### src/verilog/ddc_pkg.sv
// Shared constants and types of the DDR3 command decoder.
package ddc_pkg;
    // ------------------------------------------------------------------
    // Command encodings as {RAS#, CAS#, WE#} with CS# low
    // ------------------------------------------------------------------
    localparam logic [2:0] CMD_MRS = 3'h0;
    localparam logic [2:0] CMD_REF = 3'h1;
    localparam logic [2:0] CMD_PRE = 3'h2;
    localparam logic [2:0] CMD_ACT = 3'h3;
    localparam logic [2:0] CMD_WR  = 3'h4;
    localparam logic [2:0] CMD_RD  = 3'h5;
    localparam logic [2:0] CMD_ZQ  = 3'h6;
    localparam logic [2:0] CMD_NOP = 3'h7;

    // ------------------------------------------------------------------
    // Address bit positions and mode register fields
    // ------------------------------------------------------------------
    localparam int         AP_BIT     = 10;
    localparam int         BC_BIT     = 12;
    localparam int         MR_BL_LSB  = 0;
    localparam int         MR_BT_BIT  = 3;
    localparam logic [1:0] BL_FIXED8  = 2'h0;
    localparam logic [1:0] BL_OTF     = 2'h1;
    localparam logic [1:0] BL_FIXED4  = 2'h2;
    localparam logic [15:0] MR_RESET  = 16'h0000;
    localparam int         NUM_MR     = 4;
    localparam int         NUM_BANKS  = 8;
    localparam int         BANK_BITS  = 3;
    localparam int         ADDR_BITS  = 16;
    localparam int         DQ_BITS    = 8;
    localparam int         BURST_BITS = 3;

    // ------------------------------------------------------------------
    // Burst lengths in clocks, two words per clock
    // ------------------------------------------------------------------
    localparam logic [2:0] CLKS_BL8 = 3'h4;
    localparam logic [2:0] CLKS_BC4 = 3'h2;
    localparam int         RD_FIFO_DEPTH = 4;

    typedef enum logic [1:0] {
        PWR_NORMAL   = 2'b00,
        PWR_DOWN     = 2'b01,
        PWR_SELF_REF = 2'b10
    } ddc_pwr_t;
endpackage

### src/verilog/ddc_fifo.sv
// Small flip-flop FIFO with valid and ready on both sides.
`timescale 1ns/1ps
`default_nettype none
module ddc_fifo #(
    parameter int WIDTH = 16,
    parameter int DEPTH = 4
) (
    input  wire logic             clk,
    input  wire logic             rst,
    input  wire logic             in_valid,
    output logic                  in_ready,
    input  wire logic [WIDTH-1:0] in_data,
    output logic                  out_valid,
    input  wire logic             out_ready,
    output logic [WIDTH-1:0]      out_data
);
    localparam int AW = (DEPTH > 1) ? $clog2(DEPTH) : 1;
    localparam logic [AW:0]   FULL = (AW+1)'(DEPTH);
    localparam logic [AW-1:0] LAST = AW'(DEPTH - 1);

    logic [WIDTH-1:0] store [DEPTH];
    logic [AW-1:0]    wr_ptr;
    logic [AW-1:0]    rd_ptr;
    logic [AW:0]      count;
    logic [AW-1:0]    next_wr_ptr;
    logic [AW-1:0]    next_rd_ptr;
    logic [AW:0]      next_count;
    logic             push;
    logic             pop;

    assign in_ready  = (count != FULL);
    assign out_valid = (count != '0);
    assign out_data  = store[rd_ptr];

    always_comb begin
        push        = in_valid & in_ready;
        pop         = out_valid & out_ready;
        next_wr_ptr = wr_ptr;
        next_rd_ptr = rd_ptr;
        next_count  = count;
        if (push) begin
            next_wr_ptr = (wr_ptr == LAST) ? '0 : wr_ptr + AW'(1);
        end
        if (pop) begin
            next_rd_ptr = (rd_ptr == LAST) ? '0 : rd_ptr + AW'(1);
        end
        if (push && !pop) begin
            next_count = count + (AW+1)'(1);
        end else if (pop && !push) begin
            next_count = count - (AW+1)'(1);
        end
    end

    always_ff @(posedge clk) begin
        if (rst) begin
            wr_ptr <= '0;
            rd_ptr <= '0;
            count  <= '0;
        end else begin
            wr_ptr <= next_wr_ptr;
            rd_ptr <= next_rd_ptr;
            count  <= next_count;
        end
    end

    always_ff @(posedge clk) begin
        if (push) begin
            store[wr_ptr] <= in_data;
        end
    end
endmodule
`default_nettype wire

### src/verilog/ddc_command_decode.sv
// DDR3 command decoder with bank control, burst engine and read buffer.
//
// Overview of operation
// Activate with CKE high opens addressed row in the bank on BA.
// Controller activates only idle banks, reads and writes only active ones.
// Write command decoded, burst length from mode register unless on-the-fly.
// Read command decoded, burst length handled as for writes.
// On-the-fly mode: A12 low gives four beats, A12 high eight beats.
// A10 gives auto-precharge on bursts; on precharge, A10 selects all banks.
// Column bits sampled with read or write give the burst start column.
// Mode register set loads register chosen by BA; controller issues it idle.
// Previous and current CKE compared; refresh with falling CKE enters self refresh.
// Falling CKE with NOP or deselect enters power-down.
// Rising CKE leaves power-down or self refresh from any state.
// Write beats whose mask is high are discarded, others stored.
// Storage is eight banks; one core access serves an eight-word burst.
// Data moves two words per clock, one per half clock.
// Bursts last eight or four beats in the programmed burst order.
// Controller completes initialisation before normal traffic.
// Controller sends only NOP or deselect between last mode set and long calibration.
// CS# high ignores inputs; NOP encoding takes no action.
// Calibration command when idle: A10 high long, A10 low short.
// Mode register burst length field selects fixed eight, fixed four or on-the-fly.
`timescale 1ns/1ps
`default_nettype none
module ddc_command_decode #(
    parameter int ROW_STORE_BITS = 1,
    parameter int COL_HI_BITS    = 1
) (
    input  wire logic                          CLK,
    input  wire logic                          SYS_RST,
    input  wire logic                          CKE,
    input  wire logic                          CS_N,
    input  wire logic                          RAS_N,
    input  wire logic                          CAS_N,
    input  wire logic                          WE_N,
    input  wire logic [ddc_pkg::BANK_BITS-1:0] BA,
    input  wire logic [ddc_pkg::ADDR_BITS-1:0] ADDR,
    input  wire logic [ddc_pkg::DQ_BITS-1:0]   WR_RISE,
    input  wire logic [ddc_pkg::DQ_BITS-1:0]   WR_FALL,
    input  wire logic                          DM_RISE,
    input  wire logic                          DM_FALL,
    input  wire logic                          RD_READY,
    output logic [ddc_pkg::DQ_BITS-1:0]        RD_RISE,
    output logic [ddc_pkg::DQ_BITS-1:0]        RD_FALL,
    output logic                               RD_VALID,
    output logic [ddc_pkg::NUM_BANKS-1:0]      BANK_OPEN,
    output logic                               BURST_BUSY,
    output logic                               POWER_DOWN,
    output logic                               SELF_REFRESH,
    output logic                               REFRESH,
    output logic                               ZQ_LONG,
    output logic                               ZQ_SHORT
);
    localparam int RB = ROW_STORE_BITS;
    localparam int CH = COL_HI_BITS;
    localparam int BB = ddc_pkg::BURST_BITS;
    localparam int IW = ddc_pkg::BANK_BITS + RB + CH + BB;
    localparam int DW = ddc_pkg::DQ_BITS;

    // ------------------------------------------------------------------
    // Command decode
    // ------------------------------------------------------------------
    ddc_pkg::ddc_pwr_t pwr;
    ddc_pkg::ddc_pwr_t next_pwr;
    logic       cke_prev;
    logic [2:0] cmd;
    logic       cmd_ok;
    logic       is_act;
    logic       is_rd;
    logic       is_wr;
    logic       is_pre;
    logic       is_mrs;
    logic       is_zq;
    logic       chop_req;
    logic [1:0] bl_mode;
    logic [ddc_pkg::NUM_BANKS-1:0] bank_open;
    logic [15:0]                   mr [ddc_pkg::NUM_MR];
    logic                          bst_active;
    logic                          bst_ap;
    logic [2:0]                    bst_bank;

    assign cmd     = {RAS_N, CAS_N, WE_N};
    assign bl_mode = mr[0][ddc_pkg::MR_BL_LSB +: 2];
    // both CKE samples
    // deselect and NOP ignored
    assign cmd_ok  = cke_prev & CKE & !CS_N & (pwr == ddc_pkg::PWR_NORMAL);
    // activate decode
    assign is_act  = cmd_ok & (cmd == ddc_pkg::CMD_ACT) & !bank_open[BA];
    // read decode
    assign is_rd   = cmd_ok & (cmd == ddc_pkg::CMD_RD) & bank_open[BA] & !bst_active;
    // write decode
    assign is_wr   = cmd_ok & (cmd == ddc_pkg::CMD_WR) & bank_open[BA] & !bst_active;
    assign is_pre  = cmd_ok & (cmd == ddc_pkg::CMD_PRE);
    // load when idle
    assign is_mrs  = cmd_ok & (cmd == ddc_pkg::CMD_MRS) & (bank_open == '0) & !bst_active;
    assign is_zq   = cmd_ok & (cmd == ddc_pkg::CMD_ZQ) & (bank_open == '0);
    // burst length field
    // chop on A12
    assign chop_req = (bl_mode == ddc_pkg::BL_FIXED4) |
                      ((bl_mode == ddc_pkg::BL_OTF) & !ADDR[ddc_pkg::BC_BIT]);

    // ------------------------------------------------------------------
    // Bank, mode and power state
    // ------------------------------------------------------------------
    logic [ddc_pkg::NUM_BANKS-1:0] next_bank_open;
    logic [RB-1:0]                 open_row [ddc_pkg::NUM_BANKS];
    logic [RB-1:0]                 next_open_row [ddc_pkg::NUM_BANKS];
    logic [15:0]                   next_mr [ddc_pkg::NUM_MR];
    logic                          next_refresh;
    logic                          next_zq_long;
    logic                          next_zq_short;
    logic                          bst_done;

    always_comb begin
        next_bank_open = bank_open;
        next_open_row  = open_row;
        next_mr        = mr;
        next_pwr       = pwr;
        next_refresh   = cmd_ok & (cmd == ddc_pkg::CMD_REF);
        // long or short calibration
        next_zq_long   = is_zq & ADDR[ddc_pkg::AP_BIT];
        next_zq_short  = is_zq & !ADDR[ddc_pkg::AP_BIT];
        // auto-precharge after burst
        if (bst_done && bst_ap) begin
            next_bank_open[bst_bank] = 1'b0;
        end
        if (is_act) begin
            next_bank_open[BA] = 1'b1;
            next_open_row[BA]  = ADDR[RB-1:0];
        end
        // single or all banks
        if (is_pre) begin
            if (ADDR[ddc_pkg::AP_BIT]) begin
                next_bank_open = '0;
            end else begin
                next_bank_open[BA] = 1'b0;
            end
        end
        if (is_mrs) begin
            next_mr[BA[1:0]] = ADDR;
        end
        unique case (pwr)
            ddc_pkg::PWR_NORMAL: begin
                if (cke_prev && !CKE) begin
                    // self refresh entry
                    if (!CS_N && cmd == ddc_pkg::CMD_REF) begin
                        next_pwr = ddc_pkg::PWR_SELF_REF;
                    // power-down entry
                    end else if (CS_N || cmd == ddc_pkg::CMD_NOP) begin
                        next_pwr = ddc_pkg::PWR_DOWN;
                    end
                end
            end
            ddc_pkg::PWR_DOWN, ddc_pkg::PWR_SELF_REF: begin
                // exit on rising CKE
                if (!cke_prev && CKE) begin
                    next_pwr = ddc_pkg::PWR_NORMAL;
                end
            end
            default: next_pwr = ddc_pkg::PWR_NORMAL;
        endcase
    end

    always_ff @(posedge CLK) begin
        if (SYS_RST) begin
            cke_prev  <= 1'b0;
            bank_open <= '0;
            open_row  <= '{default: '0};
            mr        <= '{default: ddc_pkg::MR_RESET};
            pwr       <= ddc_pkg::PWR_NORMAL;
            REFRESH   <= 1'b0;
            ZQ_LONG   <= 1'b0;
            ZQ_SHORT  <= 1'b0;
            POWER_DOWN   <= 1'b0;
            SELF_REFRESH <= 1'b0;
        end else begin
            cke_prev  <= CKE;
            bank_open <= next_bank_open;
            open_row  <= next_open_row;
            mr        <= next_mr;
            pwr       <= next_pwr;
            REFRESH   <= next_refresh;
            ZQ_LONG   <= next_zq_long;
            ZQ_SHORT  <= next_zq_short;
            POWER_DOWN   <= (next_pwr == ddc_pkg::PWR_DOWN);
            SELF_REFRESH <= (next_pwr == ddc_pkg::PWR_SELF_REF);
        end
    end

    assign BANK_OPEN    = bank_open;

    // ------------------------------------------------------------------
    // Burst engine and bank storage
    // ------------------------------------------------------------------
    logic          bst_write;
    logic          bst_ilv;
    logic          bst_chop;
    logic [2:0]    bst_len;
    logic [2:0]    bst_cnt;
    logic [RB-1:0] bst_row;
    logic [CH-1:0] bst_colhi;
    logic [BB-1:0] bst_col;
    logic          next_bst_active;
    logic          next_bst_write;
    logic          next_bst_ap;
    logic          next_bst_ilv;
    logic          next_bst_chop;
    logic [2:0]    next_bst_len;
    logic [2:0]    next_bst_cnt;
    logic [2:0]    next_bst_bank;
    logic [RB-1:0] next_bst_row;
    logic [CH-1:0] next_bst_colhi;
    logic [BB-1:0] next_bst_col;
    logic          bst_step;
    logic [IW-1:0] idx0;
    logic [IW-1:0] idx1;
    logic          fifo_in_ready;
    logic [DW-1:0] mem [ddc_pkg::NUM_BANKS << (RB + CH + BB)];

    // burst order by type
    function automatic logic [BB-1:0] beat_col(input logic [BB-1:0] start,
                                               input logic [BB-1:0] k,
                                               input logic          chop,
                                               input logic          ilv);
        logic [BB-1:0] col;
        col = start + k;
        if (ilv) begin
            col = start ^ k;
        end else if (chop) begin
            col = {start[2], 2'(start[1:0] + k[1:0])};
        end
        return col;
    endfunction

    // eight banks in one array
    // two words per clock
    assign idx0 = {bst_bank, bst_row, bst_colhi,
                   beat_col(bst_col, {bst_cnt[1:0], 1'b0}, bst_chop, bst_ilv)};
    assign idx1 = {bst_bank, bst_row, bst_colhi,
                   beat_col(bst_col, {bst_cnt[1:0], 1'b1}, bst_chop, bst_ilv)};
    // A read beat waits while the read buffer is full.
    assign bst_step = bst_active & (bst_write | fifo_in_ready);
    assign bst_done = bst_step & (bst_cnt == bst_len - 3'(1));

    always_comb begin
        next_bst_active = bst_active;
        next_bst_write  = bst_write;
        next_bst_ap     = bst_ap;
        next_bst_ilv    = bst_ilv;
        next_bst_chop   = bst_chop;
        next_bst_len    = bst_len;
        next_bst_cnt    = bst_cnt;
        next_bst_bank   = bst_bank;
        next_bst_row    = bst_row;
        next_bst_colhi  = bst_colhi;
        next_bst_col    = bst_col;
        if (bst_done) begin
            next_bst_active = 1'b0;
        end else if (bst_step) begin
            next_bst_cnt = bst_cnt + 3'(1);
        end
        if (is_rd || is_wr) begin
            next_bst_active = 1'b1;
            next_bst_write  = is_wr;
            next_bst_ap     = ADDR[ddc_pkg::AP_BIT];
            next_bst_ilv    = mr[0][ddc_pkg::MR_BT_BIT];
            next_bst_chop   = chop_req;
            next_bst_len    = chop_req ? ddc_pkg::CLKS_BC4 : ddc_pkg::CLKS_BL8;
            next_bst_cnt    = '0;
            next_bst_bank   = BA;
            next_bst_row    = open_row[BA];
            // start column
            next_bst_colhi  = ADDR[BB +: CH];
            next_bst_col    = ADDR[BB-1:0];
        end
    end

    always_ff @(posedge CLK) begin
        if (SYS_RST) begin
            bst_active <= 1'b0;
            bst_write  <= 1'b0;
            bst_ap     <= 1'b0;
            bst_ilv    <= 1'b0;
            bst_chop   <= 1'b0;
            bst_len    <= ddc_pkg::CLKS_BL8;
            bst_cnt    <= '0;
            bst_bank   <= '0;
            bst_row    <= '0;
            bst_colhi  <= '0;
            bst_col    <= '0;
        end else begin
            bst_active <= next_bst_active;
            bst_write  <= next_bst_write;
            bst_ap     <= next_bst_ap;
            bst_ilv    <= next_bst_ilv;
            bst_chop   <= next_bst_chop;
            bst_len    <= next_bst_len;
            bst_cnt    <= next_bst_cnt;
            bst_bank   <= next_bst_bank;
            bst_row    <= next_bst_row;
            bst_colhi  <= next_bst_colhi;
            bst_col    <= next_bst_col;
        end
    end

    assign BURST_BUSY = bst_active;

    // masked beats discarded
    always_ff @(posedge CLK) begin
        if (bst_step && bst_write && !DM_RISE) begin
            mem[idx0] <= WR_RISE;
        end
        if (bst_step && bst_write && !DM_FALL) begin
            mem[idx1] <= WR_FALL;
        end
    end

    // ------------------------------------------------------------------
    // Read buffer and output register
    // ------------------------------------------------------------------
    logic            fifo_out_valid;
    logic            fifo_out_ready;
    logic [2*DW-1:0] fifo_out_data;
    logic            next_rd_valid;
    logic [DW-1:0]   next_rd_rise;
    logic [DW-1:0]   next_rd_fall;

    ddc_fifo #(
        .WIDTH (2 * DW),
        .DEPTH (ddc_pkg::RD_FIFO_DEPTH)
    ) u_rd_fifo (
        .clk       (CLK),
        .rst       (SYS_RST),
        .in_valid  (bst_active & !bst_write),
        .in_ready  (fifo_in_ready),
        .in_data   ({mem[idx0], mem[idx1]}),
        .out_valid (fifo_out_valid),
        .out_ready (fifo_out_ready),
        .out_data  (fifo_out_data)
    );

    assign fifo_out_ready = !RD_VALID | RD_READY;

    always_comb begin
        next_rd_valid = RD_VALID & !RD_READY;
        next_rd_rise  = RD_RISE;
        next_rd_fall  = RD_FALL;
        if (fifo_out_valid && fifo_out_ready) begin
            next_rd_valid = 1'b1;
            next_rd_rise  = fifo_out_data[2*DW-1:DW];
            next_rd_fall  = fifo_out_data[DW-1:0];
        end
    end

    always_ff @(posedge CLK) begin
        if (SYS_RST) begin
            RD_VALID <= 1'b0;
            RD_RISE  <= '0;
            RD_FALL  <= '0;
        end else begin
            RD_VALID <= next_rd_valid;
            RD_RISE  <= next_rd_rise;
            RD_FALL  <= next_rd_fall;
        end
    end
endmodule
`default_nettype wire

### config.mk
export PLATFORM = sky130hd
export DESIGN_NAME = ddc_command_decode
export DESIGN_NICKNAME = d
export VERILOG_FILES = /design/src/verilog/ddc_pkg.sv /design/src/verilog/ddc_fifo.sv /design/src/verilog/ddc_command_decode.sv
export SDC_FILE = /design/constraint.sdc
export NUM_CORES = 2
export LEC_CHECK = 0
export BUFFER_PORTS_ARGS = -buffer_cell sky130_fd_sc_hd__buf_2
export CELL_PAD_IN_SITES_DETAIL_PLACEMENT = 0
export CELL_PAD_IN_SITES_GLOBAL_PLACEMENT = 2
export CORE_ASPECT_RATIO = 1.4
export CORE_UTILIZATION = 39
export DETAILED_ROUTE_END_ITERATION = 10
export PLACE_DENSITY = 0.79
export SKIP_CTS_REPAIR_TIMING = 1
export SLEW_MARGIN = 20
export SYNTH_ARGS = -nofsm -noshare
export SYNTH_HDL_FRONTEND = slang
export SYNTH_SLANG_ARGS = --single-unit
### constraint.sdc
create_clock -name CLK -period 9.55 [get_ports CLK]
set_input_delay 1.91 -clock CLK [delete_from_list [all_inputs] [get_ports CLK]]
set_output_delay 1.91 -clock CLK [all_outputs]
set_load 0.03 [all_outputs]
After elaboration in Yosys (flattened, before gate mapping)

Memories as Yosys holds them, arrays and structs flattened. A register that Yosys moved wholly into a read port is not among the register bits.
Cells that the tools add are included.

Add/sub/neg operators: 10
Magnitude comparators: 8
Equal/unequal tests: 17
Multiplexer cells: 42
Bitwise logic cells: 40
Reduce and logical (&&, ||, !) cells: 39

Operator list:

| kind                                                                 | number |
|---|---|
| 64-bit bitwise mux                                                   | 1 |
| 16-bit demux with 2-bit select                                       | 1 |
| 8-bit 2-to-1 mux                                                     | 4 |
| 1-bit bitwise AND                                                    | 27 |
| 3-bit 2-to-1 mux                                                     | 7 |
| 8-bit bitwise AND                                                    | 2 |
| 16-bit 2-to-1 mux                                                    | 1 |
| 8-bit inverter                                                       | 2 |
| 1-bit 2-to-1 mux                                                     | 15 |
| 1-bit logical AND                                                    | 14 |
| 1-bit zero test                                                      | 14 |
| 3-bit == test, second input constant                                 | 4 |
| 2-bit 2-to-1 mux                                                     | 6 |
| 2-bit == test, second input constant                                 | 5 |
| 1-bit demux with 3-bit select                                        | 3 |
| 8-bit bitwise mux                                                    | 1 |
| 8-bit zero test                                                      | 1 |
| 3-bit by 4-bit < comparator with 1-bit output, second input constant | 2 |
| 8-bit bitwise OR                                                     | 1 |
| 3-bit by 1-bit adder with 3-bit output, second input constant        | 2 |
| 3-bit adder                                                          | 2 |
| 1-bit binary-select mux with 3-bit select                            | 2 |
| 2-bit by 1-bit == test with 1-bit output, second input constant      | 3 |
| 3-bit by 2-bit == test with 1-bit output, second input constant      | 2 |
| other kinds (24)                                                     | 34 |

Register bits: 115
Bits in writable memories: 2,112
Word-level logic and storage cells: 193
Memories: 2

Memory list:

| memory          | words | bits a word | rd ports | clocked after Yosys merged registers in | write ports | line                      | source |
|---|---|---|---|---|---|---|---|
| mem             | 256   | 8           | 2        | 0                                       | 2           | ddc_command_decode.sv:219 | `logic [DW-1:0] mem [ddc_pkg::NUM_BANKS << (RB + CH + BB)];` |
| u_rd_fifo.store | 4     | 16          | 1        | 1                                       | 1           | ddc_fifo.sv:21            | `logic [WIDTH-1:0] store [DEPTH];` |

Logic depth before layout (Yosys ltp)

Depth after elaboration: 12
Depth in mapped cells: 16

By module

A second synthesis with hierarchy kept.

Cells, all modules: 8,147
Area, all modules: 128,204.2 um^2

By module, submodules not included:

| module             | times used | cells each | area each (um^2) |
|---|---|---|---|
| ddc_command_decode | 1          | 8,015      | 125,416.5 |
| ddc_fifo           | 1          | 132        | 2,787.7 |

Worst setup path before layout

OpenSTA, ideal clock, no wires.

Path kind: input -> register
Start point: input BA[0] in the netlist's numbering
End point: register open_row[5] in the netlist's numbering
Library setup time: 128 ps
Arrival: 3,999 ps
Data required time: 9,422 ps
Setup slack: 5,423 ps
Stages on the path: 10
Cell sequence: buf_2 > mux4_2 > nor2_1 > o21ai_0 > or3_1 > or2_2 > clkbuf_1 > nor3_1 > mux2i_1 > nor2_1

Longest elaborated chain between the ends: 6

Ends and longest elaborated chain:

| item                                                                                                                     | line                      | source |
|---|---|---|
| start: declaration                                                                                                       | ddc_command_decode.sv:37  | `input wire logic [ddc_pkg::BANK_BITS-1:0] BA,` |
| 3-bit inverter with 4-bit output (not written as such)                                                                   | ddc_command_decode.sv:130 | `next_open_row[BA] = ADDR[RB-1:0];` |
| 4-bit greater-or-equal comparator (not written as such) or 4-bit by 1-bit < comparator with 1-bit output (tied branches) | ddc_command_decode.sv:130 |  |
| 1-bit logical AND (not written as such)                                                                                  | ddc_command_decode.sv:130 |  |
| 1-bit 2-to-1 mux (not written as such)                                                                                   | ddc_command_decode.sv:130 |  |
| 1-bit demux with 3-bit select                                                                                            | ddc_command_decode.sv:130 |  |
| 8-bit bitwise mux                                                                                                        | ddc_command_decode.sv:130 |  |
| end signal: assignment                                                                                                   | ddc_command_decode.sv:180 | `open_row <= next_open_row;` |
| end: declaration                                                                                                         | ddc_command_decode.sv:107 | `logic [RB-1:0] open_row [ddc_pkg::NUM_BANKS];` |

Parallel ways exist; a longest one is shown, timed or not. The select of a mux whose other input is x is not followed.
A chain may end at the register's enable or synchronous reset.

Final worst setup path

Start point: register bst_col[0]
End point: memory u_rd_fifo.store[2][1] (data pin)

Longest elaborated chain between the ends: 4

Ends and longest elaborated chain:

| item                                       | line                                                 | source |
|---|---|---|
| start: declaration                         | ddc_command_decode.sv:203                            | `logic [BB-1:0] bst_col;` |
| start signal: assignment                   | ddc_command_decode.sv:303                            | `bst_col <= next_bst_col;` |
| 3-bit adder or 2-bit adder (tied branches) | ddc_command_decode.sv:227, ddc_command_decode.sv:231 |  |
| 3-bit 2-to-1 mux                           | ddc_command_decode.sv:230                            | `end else if (chop) begin` |
| 3-bit 2-to-1 mux *                         | ddc_command_decode.sv:228                            | `if (ilv) begin` |
| memory 256 x 8 bit *                       | -                                                    |  |
| via u_rd_fifo.in_data[1]                   | ddc_fifo.sv:12                                       | `input wire logic [WIDTH-1:0] in_data,` |
| end: declaration                           | ddc_fifo.sv:21                                       |  |

The timed path passes the listed nets; every way through them passes the cells marked *.

==> summary.txt <==
Synthesis
  – EDFF count, synth: around 2.1k
  – Warnings from Yosys: 0
  – Syn avg cell area: around 16 um^2
  – Most used DFF post-synth: edfxtp_1
  – Syn Nets: 8,218
  – Asr flop ratio synth: 0%
  – Sequential fraction of the synthesis area: slightly above 50%
  – Yosys cell types: 60
  – Post-Syn Instances: just over 8k
  – Seq cells post-synth: 2,180
  – Mapped cell area: approximately 130,000 um^2

Global route
  – Largest net degree at the start of global routing: roughly 160
  – First-pass GRT wire length: 620,000 um
  – Global route total overflow: 0
  – Total GRT Usage: about a quarter
  – Initial antenna violation count: 22
  – Vias in the first global route: between 80k and 90k

STA
  – RSZ-0062 raised after global routing: no
  – Achievable Freq: approximately 160 MHz
  – Final TNS setup: 0 ns
  – Setup Skew: approximately 0.041 ns
  – Max_slew headroom: 13.5%
  – Final hold violations: 0
  – Final Cycle Share: about two thirds
  – Final worst slack: around 3.1 ns
  – Worst-margin pin slew: about 1.3 ns
  – Fin crit period: ~6.4 ns
  – Setup violators final: 0
  – Pins Over Slew Limit: 0

Floorplan
  – Die Wd: between 400 and 500 um
  – Starting Density: between 30% and 40%
  – Die area: between 300,000 and 400,000 um^2
  – Site Rows: about 250
  – Die height: roughly 680 um
  – Core Region: ~330,000 um^2
  – IO Pins: 76

Placement
  – Port Buf Inserts: 65
  – Pre-CTS setup slack: 3.21 ns
  – GPL Wtd Cong: between 0.9 and 1
  – HPWL Detailed: 280,000 um

Drt
  – Routed vias/inst: ~6.5
  – Post-Route WL: 443,000 um
  – DR iter-0 viols: ~10k
  – DR vias: 80.4k
  – Pre-Repair DR Iteration Count: 5
  – Final ANT Viol Nets: 0
  – Routed len/inst: ~36 um
  – Remaining DRCs: 0

Critical path
  – Required time worst endpoint: around 10 ns
  – Worst Setup EP: u_rd_fifo.store[2][1]
  – Crit path from: bst_col[0]
  – Crit path max fanout: roughly 100
  – Critical path's slowest cell: dfxtp_4
  – Worst reg2reg setup slack: 3.14 ns
  – Worst reg2reg path startpoint: bst_col[0]
  – Critical path's largest stage delay: 0.76 ns
  – Crit-path cells: inv_1 -> fa_1 -> nor2_1 -> a21o_4 -> buf_12 -> mux4_2 -> mux4_2 -> a22oi_1 -> a21oi_1 -> nor2_1 -> nand2_1
  – CP Launch Type: flop
  – CP Data Arrival Time: roughly 6.9 ns
  – Cells on worst reg2reg path: 11
  – Critical path class: flop to flop
  – Reg2reg end: u_rd_fifo.store[2][1]
  – CP Capture Type: flop

Clock tree
  – CTS tree: yes
  – CTS Buf Count: 214
  – Clk pin slew, worst setup/hold paths: ~0.060 ns
  – Root buffer cell: clkbuf_16
  – CTS sink cnt: roughly 2.2k
  – Worst skew pair latency: 0.92 ns
  – CTS H-tree depth: 4
  – CTS Buffer Depth: 4

Flow run
  – Max-cap violations: 0

Cells and area
  – Fin nets: 7,779
  – Commonest non-fill, non-tap cell in the layout: edfxtp_1
  – Layout cells sized above 1: around half
  – Most frequent cells in the layout: 2,112 x edfxtp_1, 2,062 x mux2_2, 1,169 x mux4_2
  – P&R area growth vs syn: 9.17%
  – Filler cells: 29.1k
  – Area of the multi-input gates: 59,900 um^2
  – Register area: about 65,000 um^2

Status
  – Run status: complete, no violations

Power
  – Peak supply drop: 0.154 mV
  – PwrDens: 148 nW/um^2
  – Static Leak: between 40 and 50 nW

Hold path
  – Hold WC Path Type: flop to flop
  – Worst Hold Path Cells: 2
## synthesized netlist by cell type, types with 65 or more instances
cell / number / share of area (%)
a21oi_1: 82 / 0.32
a22oi_1: 65 / 0.38
o22ai_1: 138 / 0.67
dfxtp_1: 68 / 1.1
o21ai_0: 165 / 0.64
nor2_2: 79 / 0.39
clkbuf_1: 720 / 2.1
mux2i_1: 96 / 0.75
nor2_1: 200 / 0.59
edfxtp_1: 2112 / 50
buf_2: 149 / 0.58
mux4_2: 1169 / 21
mux2_2: 2062 / 18
nand2_1: 455 / 1.3
nand3_1: 110 / 0.43
## state kept, by name, summed over array words and instances (netlist names), 2 cells and up
register / cells
BANK_OPEN: 8
RD_FALL: 8
RD_RISE: 8
bl_mode: 2
bst_bank: 3
bst_cnt: 3
bst_col: 3
bst_len: 2
mem: 2048
open_row: 8
pwr: 2
u_rd_fifo.count: 3
u_rd_fifo.rd_ptr: 2
u_rd_fifo.store: 64
u_rd_fifo.wr_ptr: 2
## kinds of logic (layout without fill, tap and decap cells)
family	count (synthesis)	in the layout	share of synthesized area [%]
multiplexers	3345	3345	39.6
flip-flops	2180	2180	50.6
AND/OR/NAND/NOR	1055	1055	3.75
buffers and inverters	957	684	2.97
AO/OA/AOI/OAI	597	597	2.91
adder cells (fa/ha/maj)	16	16	0.168
XOR/XNOR	7	7	0.0537
other	0	44	0
## report_power, final
group          switching [W]  internal (W)
Sequential         0.0000426        0.0105
Clock                0.00390       0.00501
Combinational       0.000729      0.000509
## cell type report
cell class / instances / share of cell area (%)
antenna: 44 / 0.0787
sequential: 2180 / 46.3
clock buffer: 243 / 3.92
inverter: 19 / 0.0510
tap: 4375 / 3.91
clock inverter: 139 / 1.13
multi-input combinational: 5020 / 42.8
timing repair buffer: 283 / 1.78
## how the worst min path moves through the flow
stage | start | to | slack (ns)
after floorplan | open_row[2] | open_row[2] | 0.45
after global placement | RD_RISE[1] | RD_RISE[1] | 0.45
after detailed placement | RD_FALL[5] | RD_FALL[5] | 0.44
after CTS | RD_FALL[5] | RD_FALL[5] | 0.45
after global routing | RD_FALL[3] | RD_FALL[3] | 0.47
final | RD_FALL[5] | RD_FALL[5] | 0.45
## metal layers
layer,global-route usage [%],wire length [um]
met5,0.220,47
met4,18.3,32100
met3,4.91,36400
met2,43.7,220000
met1,30.7,154000
## per-stage QoR
stage	power [W]	hold WS (ns)	instance area (um^2)	std cells	util, %
after global placement	0.0119	0.446	133000	11875	40.6
after floorplan	0.0116	0.453	128000	8157	-
final	0.0207	0.452	140000	12303	42.8
after detailed placement	0.0120	0.444	133000	11876	40.6
after CTS	0.0208	0.453	140000	12258	42.8
after global routing	0.0211	0.470	140000	12272	42.8
## critical path: cells and delay by family (launching register included)
family / cells / cell delay (ns)
multiplexers: 2 / 1.05
adder cells (fa/ha/maj): 1 / 0.56
buffers and inverters: 2 / 0.86
AO/OA/AOI/OAI: 3 / 1.04
flip-flops: 1 / 0.76
AND/OR/NAND/NOR: 3 / 1.36
Power figures use the tool's default switching activity.
